<file path="config.mk">
export PLATFORM = sky130hd
export DESIGN_NAME = sfc_spi_master
export DESIGN_NICKNAME = d
export VERILOG_FILES = /design/src/include/sfc_pkg.sv /design/src/hdl/sfc_fifo.sv /design/src/hdl/sfc_spi_master.sv
export SDC_FILE = /design/constraint.sdc
export NUM_CORES = 1
export LEC_CHECK = 0
export BUFFER_PORTS_ARGS = -buffer_cell sky130_fd_sc_hd__buf_2
export CAP_MARGIN = 20
export CELL_PAD_IN_SITES_DETAIL_PLACEMENT = 1
export CELL_PAD_IN_SITES_GLOBAL_PLACEMENT = 1
export CORE_UTILIZATION = 45
export CTS_BUF_LIST = sky130_fd_sc_hd__clkbuf_4 sky130_fd_sc_hd__clkbuf_8
export DETAILED_ROUTE_END_ITERATION = 8
export HOLD_SLACK_MARGIN = 0.15
export PLACE_DENSITY_LB_ADDON = 0.1
export SYNTH_ARGS = -nofsm -noshare
export SYNTH_HDL_FRONTEND = slang
export SYNTH_SLANG_ARGS = --single-unit
</file>
<file path="constraint.sdc">
create_clock -name i_core_clk -period 3.7 [get_ports i_core_clk]
set_input_delay 0.37 -clock i_core_clk [delete_from_list [all_inputs] [get_ports i_core_clk]]
set_output_delay 0.37 -clock i_core_clk [all_outputs]
set_load 0.01 [all_outputs]
</file>
<file path="src/include/sfc_pkg.sv">
`default_nettype none
package sfc_pkg;
   // Core clock and link rates
   localparam longint unsigned CLK_HZ        = 50_000_000;
   localparam longint unsigned RATE_FAST_BPS = 12_000_000;
   localparam longint unsigned RATE_SLOW_BPS = 400_000;
   // Half periods round up so the link never runs above its rate
   localparam int HALF_FAST = int'((CLK_HZ + 2 * RATE_FAST_BPS - 1) / (2 * RATE_FAST_BPS));
   localparam int HALF_SLOW = int'((CLK_HZ + 2 * RATE_SLOW_BPS - 1) / (2 * RATE_SLOW_BPS));
   // Busy-wait limits, longest times round down
   localparam longint unsigned TO_WRSR_MS   = 30;
   localparam longint unsigned TO_PAGE_MS   = 10;
   localparam longint unsigned TO_ERASE_S   = 320;
   localparam longint unsigned TO_WRSR_CYC  = TO_WRSR_MS * CLK_HZ / 1000;
   localparam longint unsigned TO_PAGE_CYC  = TO_PAGE_MS * CLK_HZ / 1000;
   localparam longint unsigned TO_ERASE_CYC = TO_ERASE_S * CLK_HZ;
   // Flash opcodes and status layout
   localparam logic [7:0] CMD_READ = 8'h03;
   localparam logic [7:0] CMD_RDSR = 8'h05;
   localparam logic [7:0] DUMMY    = 8'hFF;
   localparam int         WIP_BIT  = 0;
   localparam int         HDR_BYTES = 4;
   // Picture index: 2-byte width, 2-byte height, 4-byte start address
   localparam int         IDX_BITS        = 13;
   localparam int         IDX_ENTRY_BYTES = 8;
   localparam int         IDX_SHIFT       = 3;
   localparam logic [23:0] IDX_BASE_DEF   = 24'h000000;
   // Read stream buffer
   localparam int FIFO_DEPTH = 4;
   // Command codes
   localparam logic [2:0] OP_XFER  = 3'h0;
   localparam logic [2:0] OP_READ  = 3'h1;
   localparam logic [2:0] OP_INDEX = 3'h2;
   localparam logic [2:0] OP_POLL  = 3'h3;
   // Poll kinds
   localparam logic [1:0] PK_WRSR  = 2'h0;
   localparam logic [1:0] PK_PAGE  = 2'h1;
   localparam logic [1:0] PK_ERASE = 2'h2;
endpackage
`default_nettype wire

</file>
<file path="src/hdl/sfc_fifo.sv">
`timescale 1ns/1ps
`default_nettype none
module sfc_fifo #(
   parameter int unsigned WIDTH = 8,
   parameter int unsigned DEPTH = sfc_pkg::FIFO_DEPTH
) (
   // Clock and reset
   input  wire logic             i_core_clk,
   input  wire logic             i_reset,
   // Fill side
   input  wire logic             i_in_valid,
   input  wire logic [WIDTH-1:0] i_in_data,
   output logic                  o_in_ready,
   // Drain side
   output logic                  o_out_valid,
   output logic [WIDTH-1:0]      o_out_data,
   input  wire logic             i_out_ready
);
   localparam int CW = $clog2(DEPTH + 1);

   typedef struct packed {
      logic [DEPTH-1:0][WIDTH-1:0] mem;
      logic [CW-1:0]               cnt;
      logic                        in_rdy;
      logic                        out_vld;
   } sfc_fifo_regs_t;

   localparam sfc_fifo_regs_t RST = '{in_rdy: 1'b1, default: '0};

   sfc_fifo_regs_t              r;
   sfc_fifo_regs_t              n;
   logic                        push;
   logic                        pop;
   logic [DEPTH-1:0][WIDTH-1:0] sh;
   logic [CW-1:0]               wr_idx;

   // Head always sits in entry 0, so the output is a flop
   assign push = i_in_valid & r.in_rdy;
   assign pop  = r.out_vld & i_out_ready;

   // Entries move down one place on a pop
   for (genvar i = 0; i < DEPTH; i++) begin : g_shift
      if (i == DEPTH - 1) begin : g_top
         assign sh[i] = pop ? '0 : r.mem[i];
      end else begin : g_mid
         assign sh[i] = pop ? r.mem[i+1] : r.mem[i];
      end
   end

   // Next state
   always_comb begin
      n = r;
      n.mem = sh;
      wr_idx = CW'(r.cnt - CW'(pop));
      if (push) begin
         n.mem[wr_idx] = i_in_data;
      end
      n.cnt = CW'(r.cnt + CW'(push) - CW'(pop));
      n.in_rdy = (n.cnt != CW'(DEPTH));
      n.out_vld = (n.cnt != '0);
   end

   // State register
   always_ff @(posedge i_core_clk) begin
      if (i_reset) begin
         r <= RST;
      end else begin
         r <= n;
      end
   end

   assign o_in_ready  = r.in_rdy;
   assign o_out_valid = r.out_vld;
   assign o_out_data  = r.mem[0];
endmodule
`default_nettype wire

</file>
<file path="src/hdl/sfc_spi_master.sv">
// Notes on behaviour
// - One serial channel; this block is always master, drives clock and MOSI, samples MISO.
// - Two active-low selects, card and flash; only the chosen one is asserted.
// - Clock runs at most 12 Mbps, and at 400 kbps only during card initialisation.
// - Font and picture data are fetched from the flash over the link and streamed out.
// - Small glyphs use the internal font store; large ones are read from flash.
// - An index entry is a two-byte width, a two-byte height and a four-byte start address.
// - The picture index holds at most 8192 entries.
// - With the timeout off, the default, status polling continues until the flash is idle.
// - Timeout on: polling stops after 30 ms (status write), 10 ms (page) or 320 s (erase).
`timescale 1ns/1ps
`default_nettype none
module sfc_spi_master #(
   parameter int unsigned DEPTH     = sfc_pkg::FIFO_DEPTH,
   parameter logic [35:0] WRSR_CYC  = 36'(sfc_pkg::TO_WRSR_CYC),
   parameter logic [35:0] PAGE_CYC  = 36'(sfc_pkg::TO_PAGE_CYC),
   parameter logic [35:0] ERASE_CYC = 36'(sfc_pkg::TO_ERASE_CYC),
   parameter logic [23:0] IDX_BASE  = sfc_pkg::IDX_BASE_DEF
) (
   // Clock and reset
   input  wire logic                         i_core_clk,
   input  wire logic                         i_reset,
   // Command port
   input  wire logic                         i_cmd_valid,
   output logic                              o_cmd_ready,
   input  wire logic [2:0]                   i_cmd_op,
   input  wire logic                         i_cmd_card,
   input  wire logic                         i_cmd_hold,
   input  wire logic                         i_cmd_small,
   input  wire logic [7:0]                   i_cmd_data,
   input  wire logic [23:0]                  i_cmd_addr,
   input  wire logic [15:0]                  i_cmd_len,
   input  wire logic [sfc_pkg::IDX_BITS-1:0] i_cmd_index,
   input  wire logic [1:0]                   i_cmd_poll,
   input  wire logic                         i_slow_init,
   input  wire logic                         i_timeout_en,
   // Results
   output logic                              o_done,
   output logic                              o_timed_out,
   output logic                              o_internal,
   output logic [7:0]                        o_xfer_rx,
   output logic [15:0]                       o_img_width,
   output logic [15:0]                       o_img_height,
   output logic [31:0]                       o_img_addr,
   // Read stream
   output logic                              o_rd_valid,
   output logic [7:0]                        o_rd_data,
   input  wire logic                         i_rd_ready,
   // Link pins
   output logic                              o_serial_clock_out,
   output logic                              o_mosi,
   input  wire logic                         i_miso,
   output logic                              o_card_select_n,
   output logic                              o_flash_select_n
);
   localparam int         HALF_F = sfc_pkg::HALF_FAST;
   localparam int         HALF_S = sfc_pkg::HALF_SLOW;
   localparam logic [6:0] RLD_F  = 7'(sfc_pkg::HALF_FAST - 1);
   localparam logic [6:0] RLD_S  = 7'(sfc_pkg::HALF_SLOW - 1);
   localparam logic [15:0] HDR   = 16'(sfc_pkg::HDR_BYTES);

   typedef enum logic [5:0] {
      S_IDLE = 6'h01,
      S_NEXT = 6'h02,
      S_LOW  = 6'h04,
      S_HIGH = 6'h08,
      S_GAP  = 6'h10,
      S_DONE = 6'h20
   } sfc_state_t;

   typedef struct packed {
      sfc_state_t  st;
      logic [2:0]  op;
      logic        hold;
      logic        slow;
      logic        to_en;
      logic [23:0] addr;
      logic [15:0] len;
      logic [15:0] nb;
      logic [7:0]  tx;
      logic [7:0]  rx;
      logic [2:0]  bitn;
      logic [6:0]  div;
      logic [6:0]  hi;
      logic [35:0] tcnt;
      logic [35:0] tlim;
      logic [63:0] idx;
      logic [2:0]  miso_s;
      logic        miso_f;
      logic        sck;
      logic        mosi;
      logic        card_n;
      logic        flash_n;
      logic        ready;
      logic        done;
      logic        timed_out;
      logic        internal;
      logic [7:0]  xrx;
   } sfc_regs_t;

   localparam sfc_regs_t RST = '{st: S_IDLE, mosi: 1'b1, card_n: 1'b1, flash_n: 1'b1,
                                 miso_f: 1'b1, miso_s: 3'h7, default: '0};

   sfc_regs_t  r;
   sfc_regs_t  n;
   logic       tick;
   logic       push;
   logic [7:0] rxb;
   logic       slow_new;
   logic       fifo_rdy;
   logic       last;

   // Header bytes, then filler clocked out while reading
   function automatic logic [7:0] tx_byte(input logic [2:0] op, input logic [15:0] nb,
                                          input logic [23:0] a);
      tx_byte = sfc_pkg::DUMMY;
      if (op == sfc_pkg::OP_POLL) begin
         if (nb == 16'h0000) tx_byte = sfc_pkg::CMD_RDSR;
      end else if (nb == 16'h0000) begin
         tx_byte = sfc_pkg::CMD_READ;
      end else if (nb == 16'h0001) begin
         tx_byte = a[23:16];
      end else if (nb == 16'h0002) begin
         tx_byte = a[15:8];
      end else if (nb == 16'h0003) begin
         tx_byte = a[7:0];
      end
   endfunction

   // Next state
   always_comb begin
      n = r;
      n.done = 1'b0;
      push = 1'b0;
      rxb = {r.rx[6:0], r.miso_f};
      last = (17'(r.nb) + 17'h00001) == (17'(HDR) + 17'(r.len));
      slow_new = i_slow_init & i_cmd_card & (i_cmd_op == sfc_pkg::OP_XFER);
      // MISO filter: a change counts once stages two and three agree
      n.miso_s = {r.miso_s[1:0], i_miso};
      if (r.miso_s[1] == r.miso_s[2]) n.miso_f = r.miso_s[2];
      // Half-bit enable divider
      tick = (r.div == 7'h00);
      n.div = tick ? (r.slow ? RLD_S : RLD_F) : 7'(r.div - 7'h01);
      n.hi = r.sck ? 7'(r.hi + 7'h01) : 7'h00;
      if (r.op == sfc_pkg::OP_POLL && r.st != S_IDLE) n.tcnt = 36'(r.tcnt + 36'h1);
      case (r.st)
         S_IDLE: begin
            if (i_cmd_valid && r.ready) begin
               n.ready = 1'b0;
               n.op = i_cmd_op;
               n.hold = i_cmd_hold;
               n.to_en = i_timeout_en;
               n.tcnt = 36'h0;
               n.tlim = (i_cmd_poll == sfc_pkg::PK_WRSR) ? WRSR_CYC :
                        (i_cmd_poll == sfc_pkg::PK_PAGE) ? PAGE_CYC : ERASE_CYC;
               n.timed_out = 1'b0;
               n.internal = 1'b0;
               n.nb = 16'h0000;
               n.slow = slow_new;
               if (i_cmd_op == sfc_pkg::OP_XFER) begin
                  // Switching target swaps selects in one edge, never both low
                  n.card_n = ~i_cmd_card;
                  n.flash_n = i_cmd_card;
                  n.tx = i_cmd_data;
                  n.mosi = i_cmd_data[7];
                  n.bitn = 3'h0;
                  n.div = slow_new ? RLD_S : RLD_F;
                  n.st = S_LOW;
               end else if (i_cmd_op == sfc_pkg::OP_READ && i_cmd_small) begin
                  n.internal = 1'b1;
                  n.st = S_DONE;
               end else if (i_cmd_op == sfc_pkg::OP_READ || i_cmd_op == sfc_pkg::OP_INDEX ||
                            i_cmd_op == sfc_pkg::OP_POLL) begin
                  n.card_n = 1'b1;
                  n.flash_n = 1'b0;
                  n.addr = i_cmd_addr;
                  n.len = i_cmd_len;
                  if (i_cmd_op == sfc_pkg::OP_INDEX) begin
                     // Index field is 13 bits wide, so 8192 entries at most
                     n.addr = 24'(IDX_BASE + 24'({i_cmd_index, 3'h0}));
                     n.len = 16'(sfc_pkg::IDX_ENTRY_BYTES);
                  end
                  n.st = S_NEXT;
               end else begin
                  n.st = S_DONE;
               end
            end else begin
               // Ready rises on the first edge out of reset
               n.ready = 1'b1;
            end
         end
         S_NEXT: begin
            // Stall before a data byte while the stream buffer is full
            if (!(r.op == sfc_pkg::OP_READ && r.nb >= HDR && !fifo_rdy)) begin
               n.tx = tx_byte(r.op, r.nb, r.addr);
               n.mosi = n.tx[7];
               n.bitn = 3'h0;
               n.div = r.slow ? RLD_S : RLD_F;
               n.st = S_LOW;
            end
         end
         S_LOW: begin
            if (tick) begin
               n.sck = 1'b1;
               n.st = S_HIGH;
            end
         end
         S_HIGH: begin
            if (tick) begin
               // MISO is caught at the falling edge: the filter delay is
               // four core clocks, about one fast half bit, so this is the rising-edge value
               n.sck = 1'b0;
               n.rx = rxb;
               if (r.bitn != 3'h7) begin
                  n.bitn = 3'(r.bitn + 3'h1);
                  n.tx = {r.tx[6:0], 1'b0};
                  n.mosi = r.tx[6];
                  n.st = S_LOW;
               end else if (r.op == sfc_pkg::OP_XFER) begin
                  n.xrx = rxb;
                  if (!r.hold) begin
                     n.card_n = 1'b1;
                     n.flash_n = 1'b1;
                  end
                  n.st = S_DONE;
               end else if (r.op == sfc_pkg::OP_POLL) begin
                  if (r.nb == 16'h0000) begin
                     n.nb = 16'h0001;
                     n.st = S_NEXT;
                  end else begin
                     n.flash_n = 1'b1;
                     if (!rxb[sfc_pkg::WIP_BIT]) begin
                        n.st = S_DONE;
                     end else if (r.to_en && r.tcnt >= r.tlim) begin
                        n.timed_out = 1'b1;
                        n.st = S_DONE;
                     end else begin
                        n.st = S_GAP;
                     end
                  end
               end else begin
                  if (r.nb >= HDR) begin
                     if (r.op == sfc_pkg::OP_READ) begin
                        push = 1'b1;
                     end else begin
                        // Width, height, start address, most significant first
                        n.idx = {r.idx[55:0], rxb};
                     end
                  end
                  if (last) begin
                     n.flash_n = 1'b1;
                     n.st = S_DONE;
                  end else begin
                     n.nb = 16'(r.nb + 16'h0001);
                     n.st = S_NEXT;
                  end
               end
            end
         end
         S_GAP: begin
            // Select stays high one half bit between status reads
            if (tick) begin
               n.flash_n = 1'b0;
               n.nb = 16'h0000;
               n.st = S_NEXT;
            end
         end
         S_DONE: begin
            n.done = 1'b1;
            n.ready = 1'b1;
            n.st = S_IDLE;
         end
         default: begin
            n.st = S_IDLE;
         end
      endcase
   end

   // State register
   always_ff @(posedge i_core_clk) begin
      if (i_reset) begin
         r <= RST;
      end else begin
         r <= n;
      end
   end

   // Stream buffer between the link and the drawing engine
   sfc_fifo #(
      .WIDTH (8),
      .DEPTH (DEPTH)
   ) u_fifo (
      .i_core_clk  (i_core_clk),
      .i_reset     (i_reset),
      .i_in_valid  (push),
      .i_in_data   (rxb),
      .o_in_ready  (fifo_rdy),
      .o_out_valid (o_rd_valid),
      .o_out_data  (o_rd_data),
      .i_out_ready (i_rd_ready)
   );

   // Outputs straight from the state flops
   assign o_cmd_ready        = r.ready;
   assign o_done             = r.done;
   assign o_timed_out        = r.timed_out;
   assign o_internal         = r.internal;
   assign o_xfer_rx          = r.xrx;
   assign o_img_width        = r.idx[63:48];
   assign o_img_height       = r.idx[47:32];
   assign o_img_addr         = r.idx[31:0];
   assign o_serial_clock_out = r.sck;
   assign o_mosi             = r.mosi;
   assign o_card_select_n    = r.card_n;
   assign o_flash_select_n   = r.flash_n;
endmodule
`default_nettype wire

</file>
# Word-level counts from Yosys, hierarchy flattened
# Cells that the tools add are included.
# word_totals
reg_bits	286
inputBits	76
out_inout_bits	89
# op_classes
n_addsub	9
n_lt_le_gt_ge	4
eq_ne	42
muxes	102
bitwise_logic	11
reduce_logical	33
# ops
op	n
2-to-1 mux 40 bit	4
2-to-1 mux 72 bit	2
2-to-1 mux 8 bit	13
2-to-1 mux 16 bit	6
2-to-1 mux 6 bit	16
2-to-1 mux 76 bit	1
2-to-1 mux 34 bit	2
case mux 16 bit (3 select lines)	1
adder 36 x 1 -> 36 bit (second input constant)	1
greater-or-equal comparator 36 bit	1
2-to-1 mux 36 bit	1
2-to-1 mux 35 bit	1
bitwise mux 32 bit	1
equality test 16 x 2 -> 1 bit (second input constant)	2
2-to-1 mux 32 bit	1
2-to-1 mux 10 bit	3
!= test 2 bit (second input constant)	15
case mux 6 bit (5 select lines)	1
2-to-1 mux 1 bit	28
!= test 3 bit (second input constant)	7
case mux 7 bit (3 select lines)	1
adder 16 x 1 -> 17 bit (second input constant)	1
adder 3 x 16 -> 17 bit (first input constant)	1
equality test 17 bit	1
50 further kinds	90

# Longest topological paths before layout
# Gate-level depths: netlist (run 1).
# depth
depth_word	12
mapped_depth	12
depth_no_buf	12

# Modules after synthesis
# A second synthesis (run 1) with hierarchy kept.
# hier_totals
hier_cells	1584
area_unflattened_um2	13181.4
# modules_own_cells
module	instances	cells_each	area_each_um2
sfc_spi_master	1	1380	11154.4
sfc_fifo	1	204	2026.9

# Worst setup path before layout (run 1)
# OpenSTA, ideal clock, no wires.
# synth_timing
path_type	reg-to-reg
start	register r[163] (netlist name)
end	register r[181] (netlist name)
setup_ns	0.129
t_arrival_ns	2.832
required_time_ns	3.571
setup_slack_ns	0.738
path_stages_with_launch	13
period_less_slack_ns	2.962
path_cell_list	dfxtp_1 -> inv_1 -> ha_1 -> or3b_1 -> or3_4 -> or2_4 -> buf_6 -> a222oi_1 -> nor3b_4 -> nand2_4 -> buf_2 -> a211oi_1 -> nor3_1
# synth_between
elab_chain_len	3
# synth_lines
item	line_no	text
start, declared	sfc_spi_master.sv:104	sfc_regs_t r;
start signal, assigned	sfc_spi_master.sv:284	r <= n;
zero test 7 bit	sfc_spi_master.sv:142	tick = (r.div == 7'h00);
!= test 2 bit (no source line)	--	
AND reduction 6 bit (no source line)	--	
# Every way passes these cells.
# A chain may end at the register's enable or synchronous reset.

# Worst setup path in the final report (run 1)
# layout_timing
start	register r[195] (netlist name)
end	register r[170] (netlist name)
# layout_between
elab_chain_len	5
# layout_lines
item	line_no	text
greater-or-equal comparator 16 x 3 -> 1 bit	sfc_spi_master.sv:194	if (!(r.op == sfc_pkg::OP_READ && r.nb >= HDR && !fifo_rdy)) begin
logical AND 1 bit (2 in series)	sfc_spi_master.sv:194	
!= test 2 bit (no source line)	--	
AND reduction 6 bit (no source line)	--	
# Every way passes these cells.

==> key figures, run 1 <==
Timing
  – Period utilisation layout: 92.3%
  – Setup Viol. Count Final: 0
  – Tmin final: 3.42 ns
  – Fin worst setup slack: 0.283 ns
  – Setup TNS: 0 ns
  – Fmax: 293 MHz
  – Fin. Hold Viols: 0
  – RSZ-0062 raised after global routing: no
  – Setup Skew: 0.0276 ns
  – Least-Margin Pin Slew: 0.998 ns
  – Max-slew violations: 0
  – Max transition margin: 33.5%

Clock tree
  – Reg clk slew, reported paths: 0.06 ns
  – CTS tree: built
  – Clk_lat worst skew: 0.57 ns
  – Clock root buffer: clkbuf_8
  – Clock sink count: 254
  – Clk buf depth: 3
  – Num CTS Buffers: 45
  – H-tree levels: 2

Status
  – Outcome: complete, no violations

Placed design
  – Setup slack at placement: 0.279 ns
  – Dpl cells: 1948
  – Gpl congestion: 0.798
  – Port Buffers: 164
  – HPWL Detailed: 24.1 mm

Floorplan
  – Placeable Area: 27300 sq um
  – Number of I/O pins: 165
  – Full die area: 28700 sq um
  – Chip Width: 169 um
  – Die Y: 169 um
  – Row count: 60
  – Initial Util: 46.3%

Layout
  – Nets: 1785
  – Fill cells: 3352
  – Final Instance Count excl. Fillers: 2082
  – Area grow syn2layout: 16.3%
  – Final core occ: 53.8%
  – Share of cells above drive strength 1: 17.0%

Yosys
  – Post-synth cell types: 67
  – Sequential area share after synthesis: 40.3%
  – Post-synthesis cell area: 12600 sq um
  – Mapped Nets: 1669
  – Flops & latches, synth: 254
  – Adder-cell share of the synthesized area: 3.53%
  – Mux share of post-synthesis cell area: 4.20%
  – Simple logic cell fraction of the synthesized area: 22.3%
  – XOR/XNOR Fraction of Synth Area: 5.22%
  – Ys async rst share: 0%
  – Main combinational cell family by area after synthesis: simple AND/OR/NAND/NOR gates
  – Main synth FF type: dfxtp_1
  – Compound-cell area share of the yosys netlist: 15.5%
  – Post-Syn Instances: 1558
  – Synth Area per Inst: 8.10 sq um
  – Post-synth EDFFs: 0
  – Synth Warn #: 0

Power
  – LEAKAGE: 5.96 nW
  – Maximum vdd drop: 224 uV
  – Power per cell area: 484 nW/um^2
  – Total power: 7.10 mW

Route
  – Router iterations before antenna repair: 5
  – DR WL/cell: 17.3 um
  – WL final: 36.0 mm
  – Vias per cell: 5.44
  – Final antenna-violating net count: 0
  – DR vias: 11321
  – 1st-iter DRT viols: 579
  – Residual DRC: 0

Global routing
  – Largest net degree at the start of global routing: 142
  – Global route overflow: 0
  – GRT Overall Usage: 25.0%
  – Vias in the first global route: 11774
  – First-pass GRT wire length: 58.6 mm
  – Initial antenna violation count: 1

Critical path
  – CP Max Fanout: 15
  – CP Class: flip-flop to flip-flop
  – Endpoint class of the critical path: flip-flop
  – Arrival @ worst endpoint: 3.89 ns
  – Worst endpoint required time: 4.18 ns
  – CP Launch Type: flip-flop

Min path
  – Min-delay worst type: primary input to flip-flop

Flow run
  – Maxcap violations: 0
==> state kept, by name, indices dropped and copies added, names as in the netlist, 2 cells and up <==
register           flops
r                    135
o_img_addr            32
u_fifo.r              27
o_img_height          16
o_img_width           16
o_xfer_rx              8
u_fifo.o_out_data      8
n                      2
==> logic make-up after synthesis <==
| group | after synthesis |
|---|---|
| AOI/OAI and AO/OA | 325 |
| xor gates and xnor gates | 72 |
| adders and majority gates | 35 |
| buffers and inverters | 209 |
| DFF | 254 |
| muxes | 53 |
| and+or+nand+nor | 610 |
==> cells in the final DEF (no fill, tap or decap), drive strengths merged, types with 9 or more instances in the layout <==
master,instances
nor2,139
nor4,12
dlygate4sd3,49
xnor2,37
nor2b,9
nor3,30
inv,40
nand4,25
o21ai,45
a31oi,9
ha,34
nand3,61
dfxtp,254
or3,21
a21oi,167
and3,13
clkbuf,76
xor2,33
mux2i,53
nand2,260
a211oi,42
buf,191
and4,13
o211ai,9
==> repair_timing <==
action	CTS	global route
buffers inserted	0	2
resized for setup	0	1
hold buffers	49	0
endpoints found under the hold margin	43	0
endpoints found under the setup margin	0	2
==> worst max-delay path, stage by stage (launching register included) <==
cell and delay (ns):
dfxtp_1 0.40, nor4_1 0.46, nand4_1 0.32, and3_1 0.33, nor2b_1 0.21, a222oi_1 0.52, nor3b_4 0.40, nand2_4 0.20
or3_1 0.35, a21oi_1 0.13
==> synthesized netlist by cell type (all sizes together), types with 3 or more instances <==
master    n  area share, %
mux2i    53            4.2
xor2     33            2.3
nand3b    4           0.24
and3     13           0.64
nor2b     9           0.45
dfxtp   254             40
nor4b     3           0.21
a22oi     7           0.42
a211o     8           0.56
clkbuf   67            2.0
a221oi    5           0.35
o211ai    9           0.54
ha       34            3.4
o21ai    45            1.8
and2      8           0.40
nor3     30            1.2
nand4    25            1.2
nor4     12           0.64
nand3    61            2.5
a21oi   167            6.6
xnor2    37            2.6
or3      21            1.1
inv      38            1.1
a21o      6           0.36
a31oi     9           0.50
a211oi   42            2.5
nand2   260            7.8
and4     13           0.90
or2       4           0.22
buf     104            5.9
nor2    139            4.2
==> path summary, 6_finish.rpt <==
path / start / endpoint / slack, ns / cells after the start
min: i_cmd_addr[5] / r[226] / 0.18 / 3
max: r[195] / r[170] / 0.28 / 9
max reg2reg: r[195] / r[170] / 0.28 / 9
min reg2reg: n[18] / n[19] / 0.41 / 1
==> cell type report <==
| cell class | count | area [sq um] | share of cell area [%] |
|---|---|---|---|
| tap | 372 | 465 | 3.17 |
| inverter | 38 | 143 | 0.972 |
| timing repair buffer | 240 | 1560 | 10.6 |
| antenna | 1 | 2.50 | 0.0171 |
| multi-input combinational | 1095 | 6420 | 43.7 |
| clock buffer | 76 | 933 | 6.36 |
| sequential | 254 | 5080 | 34.7 |
| clock inverter | 6 | 67.6 | 0.461 |
==> routing by layer <==
| layer | share of wire, % | global-route usage, % | up-vias |
|---|---|---|---|
| met5 | 0 | 0 | - |
| met4 | 2.3 | 8.30 | 0 |
| met3 | 3.8 | 3.87 | 64 |
| met2 | 49 | 43.8 | 207 |
| met1 | 45 | 31.2 | 5500 |
| li1 | - | - | 5550 |
==> report_power, final <==
group / switching (mW) / internal, mW
logic: 0.754 / 0.538
registers: 0.105 / 2.86
clock network: 1.19 / 1.66
total: 2.04 / 5.06
==> per-stage QoR <==
| step | hold WS (ns) | instance area, sq um |
|---|---|---|
| 6_report | 0.177 | 14700 |
| 5_1_grt | 0.176 | 14700 |
| 4_1_cts | 0.156 | 14600 |
| 3_5_place_dp | 0.398 | 13200 |
| 3_3_place_gp | 0.393 | 13200 |
| 2_1_floorplan | 0.389 | 12600 |
No activity file was read; power rests on OpenSTA's default activity.
==> run 2, diff against run 1 <==
Settings changed: SYNTH_HIERARCHICAL set to 1.
==> run 2 against run 1 <==
  * Combinational power is 5% lower
  * Global-route usage is 0.12 points higher
  * Worst setup slack improved by 0.052 ns
  * Critical endpoint is now r[199]
  * Critical path type unchanged
==> key figures, run 2 <==
Route
  – DR WL met2: 18.3 mm (+4.5%)
  – DR vias: 11797 (+4.2%)
  – WL met1: 17.1 mm (+5.6%)
  – Final antenna-violating net count: 0 (unchanged)
  – 1st-iter DRT viols: 644 (+11%)
  – Top Layer Used: met4
  – Vias per cell: 5.55 (+2.0%)
  – Metal3 WL: 1.33 mm (-2.6%)
  – Router iterations before antenna repair: 5 (unchanged)
  – DR WL/cell: 17.8 um (+3.0%)
  – Residual DRC: 0 (unchanged)
  – WL final: 37.8 mm (+5.2%)

Layout
  – Top reg by flops: r
  – Area grow syn2layout: 15.0%
  – Fill cells: 3521 (+5.0%)
  – Max reg flops: 135 (unchanged)
  – Share of cells above drive strength 1: 18.7% (+1.7 points)
  – Sequential cell area: 5080 sq um (unchanged)
  – Final core occ: 52.7% (-1.2 points)
  – Most frequent cells in the layout: dfxtp_1 (254), nand2_1 (244), buf_2 (163)
  – Commonest non-fill, non-tap cell in the layout: dfxtp_1
  – Multi-input logic area: 6940 sq um (+8.1%)
  – Post-route cell area: 15200 sq um (+3.3%)
  – Nets: 1814 (+1.6%)

Timing
  – Tmin final: 3.36 ns (-0.0524 ns)
  – RSZ-0062 raised after global routing: no
  – Max-slew violations: 0 (unchanged)
  – Fin worst setup slack: 0.336 ns (+0.0524 ns)
  – Setup Skew: 0.0123 ns (-0.0152 ns)
  – Setup Viol. Count Final: 0 (unchanged)
  – Fin. Hold Viols: 0 (unchanged)
  – Hold WS: 0.175 ns (-0.00187 ns)
  – Least-Margin Pin Slew: 1.08 ns (+0.0821 ns)
  – Period utilisation layout: 90.9% (-1.4 points)
  – Max transition margin: 28.0% (-5.5 points)
  – Setup TNS: 0 ns (unchanged)
  – Fmax: 297 MHz (+1.6%)

Clock tree
  – Num CTS Buffers: 45 (unchanged)
  – Reg clk slew, reported paths: 0.06 ns (about the same)
  – Clk_lat worst skew: 0.57 ns (about the same)
  – Clk buf depth: 3 (unchanged)
  – CTS tree: built
  – Clock sink count: 254 (unchanged)
  – Post-CTS Setup Inserts: 0 (unchanged)
  – Clock root buffer: clkbuf_8
  – H-tree levels: 2 (unchanged)

Yosys
  – Top cells by count, synth: dfxtp_1 (254), nand2_1 (245), a21oi_1 (153)
  – Sequential area share after synthesis: 38.6% (-1.7 points)
  – Flops & latches, synth: 254 (unchanged)
  – Post-synth EDFFs: 0 (unchanged)
  – Yosys top cell by area: dfxtp_1
  – Synth Warn #: 6 (+6)
  – Post-synthesis cell area: 13200 sq um (+4.5%)
  – Synth top area cells: dfxtp_1 (39%), nand2_1 (7.0%), a21oi_1 (5.8%)
  – Ys async rst share: 0% (unchanged)
  – Synth Area per Inst: 8.32 sq um (+2.8%)
  – Post-Syn Instances: 1584 (+1.7%)
  – Post-synth cell types: 89 (+33%)
  – Main synth FF type: dfxtp_1
  – Top cell type's share of synthesized area: 38.6% (-1.7 points)
  – Mapped Nets: 1694 (+1.5%)
  – Top-count cell post-synth: dfxtp_1

Placed design
  – Setup slack at placement: 0.364 ns (+0.0847 ns)
  – Placed instance area: 13600 sq um (+3.7%)
  – Gpl congestion: 0.893 (+12%)
  – HPWL Detailed: 25.4 mm (+5.3%)
  – Port Buffers: 164 (unchanged)

Power
  – Maximum vdd drop: 255 uV (+14%)
  – LEAKAGE: 6.10 nW (+2.4%)
  – Power per cell area: 458 nW/um^2 (-5.5%)

Critical path
  – Flop2flop setup slack: 0.34 ns (+0.05 ns)
  – CP Class: flip-flop to flip-flop
  – CP Max Fanout: 8 (-7)
  – CP Launch Type: flip-flop
  – Worst endpoint required time: 4.16 ns (-0.02 ns)
  – Endpoint class of the critical path: flip-flop
  – Arrival @ worst endpoint: 3.82 ns (-0.07 ns)

Global routing
  – First-pass GRT wire length: 62.1 mm (+5.9%)
  – Initial antenna violation count: 3 (+2)
  – Global route overflow: 0 (unchanged)
  – Vias in the first global route: 12018 (+2.1%)
  – GRT Overall Usage: 25.1% (+0.12 points)
  – Largest net degree at the start of global routing: 99 (-30%)

Floorplan
  – Row count: 62 (+3.3%)
  – Number of I/O pins: 165 (unchanged)
  – Initial Util: 45.8% (-0.50 points)
  – Placeable Area: 28800 sq um (+5.6%)
  – Die Y: 173 um (+2.2%)
  – Chip Width: 173 um (+2.2%)
  – Full die area: 30000 sq um (+4.4%)

Flow run
  – Maxcap violations: 0 (unchanged)

Min path
  – Min-delay worst type: primary input to flip-flop

Status
  – Outcome: complete, no violations
[run 2: cell types whose count changed in the layout (fill, tap and decap cells not counted), moves of 6 or more]
cell           previous run  this run
a31oi_1                   8        15
a22oi_1                   7         0
nand2_1                 259       244
nor4_1                   10        16
a211oi_2                  0        10
nand3_1                  60        80
o21ai_0                  45        34
and3_1                   13        22
a41oi_1                   1         9
o211ai_1                  9         2
a21oi_1                 167       153
or3_1                    20        14
dlygate4sd3_1            49        55
[run 2: stage by stage]
| stage | power, mW | cells |
|---|---|---|
| final | 6.94 | 2126 |
| after global routing | 7.28 | 2126 |
| after CTS | 7.00 | 2123 |
| after detailed placement | 4.17 | 1986 |
| after global placement | 4.13 | 1986 |
| after floorplan | 3.86 | 1584 |
[run 2: worst paths after layout]
| path | end | cells after the start | startpoint |
|---|---|---|---|
| setup reg to reg | r[199] | 10 | r[189] |
| hold reg to reg | n[19] | 1 | n[18] |
| setup / recovery | r[199] | 10 | r[189] |
| hold / removal | r[226] | 3 | i_cmd_index[2] |
[run 2: repair_timing]
action,in CTS,in global routing
gates resized for setup,0,2
endpoints found under the hold margin,51,0
hold buffers,55,0
endpoints found under the setup margin,0,4
[run 2: layer usage]
| metal | up-vias | global-route usage, % |
|---|---|---|
| met1 | 5751 | 32.0 |
| met5 | - | 0 |
| li1 | 5757 | - |
| met2 | 217 | 43.3 |
| met4 | 0 | 8.96 |
| met3 | 72 | 3.52 |
[run 2: report_power, final]
part	internal, mW	switching, mW	leakage [nW]
clock network	1.52	1.23	0.512
logic	0.488	0.732	3.54
registers	2.84	0.127	2.05
total	4.85	2.09	6.10
[run 2: layout make-up]
class / instances / share of cell area [%]
diodes: 3 / 0.0495
clock buffers: 72 / 5.79
clock inverters: 10 / 0.462
inverters: 34 / 0.842
multi-input cells: 1124 / 45.8
flip-flops and latches: 254 / 33.5
well taps: 384 / 3.17
repair buffers: 245 / 10.4
[run 2: kinds of logic after synthesis]
group | synth area share (%)
compound gates | 16.2
simple gates | 23.8
buf+inv | 8.96
fa+ha+maj | 3.28
mux | 4.26
xor+xnor | 4.87
flops | 38.6
[run 2: critical path: stages (launching register included)]
cell and delay [ns]:
dfxtp_1 0.48, ha_1 0.30, nand3_4 0.15, nor4_1 0.57, xor2_1 0.15, a2111oi_2 0.42
nand4_2 0.23, o31ai_4 0.48, buf_4 0.25, nor4_1 0.06, a21o_1 0.16
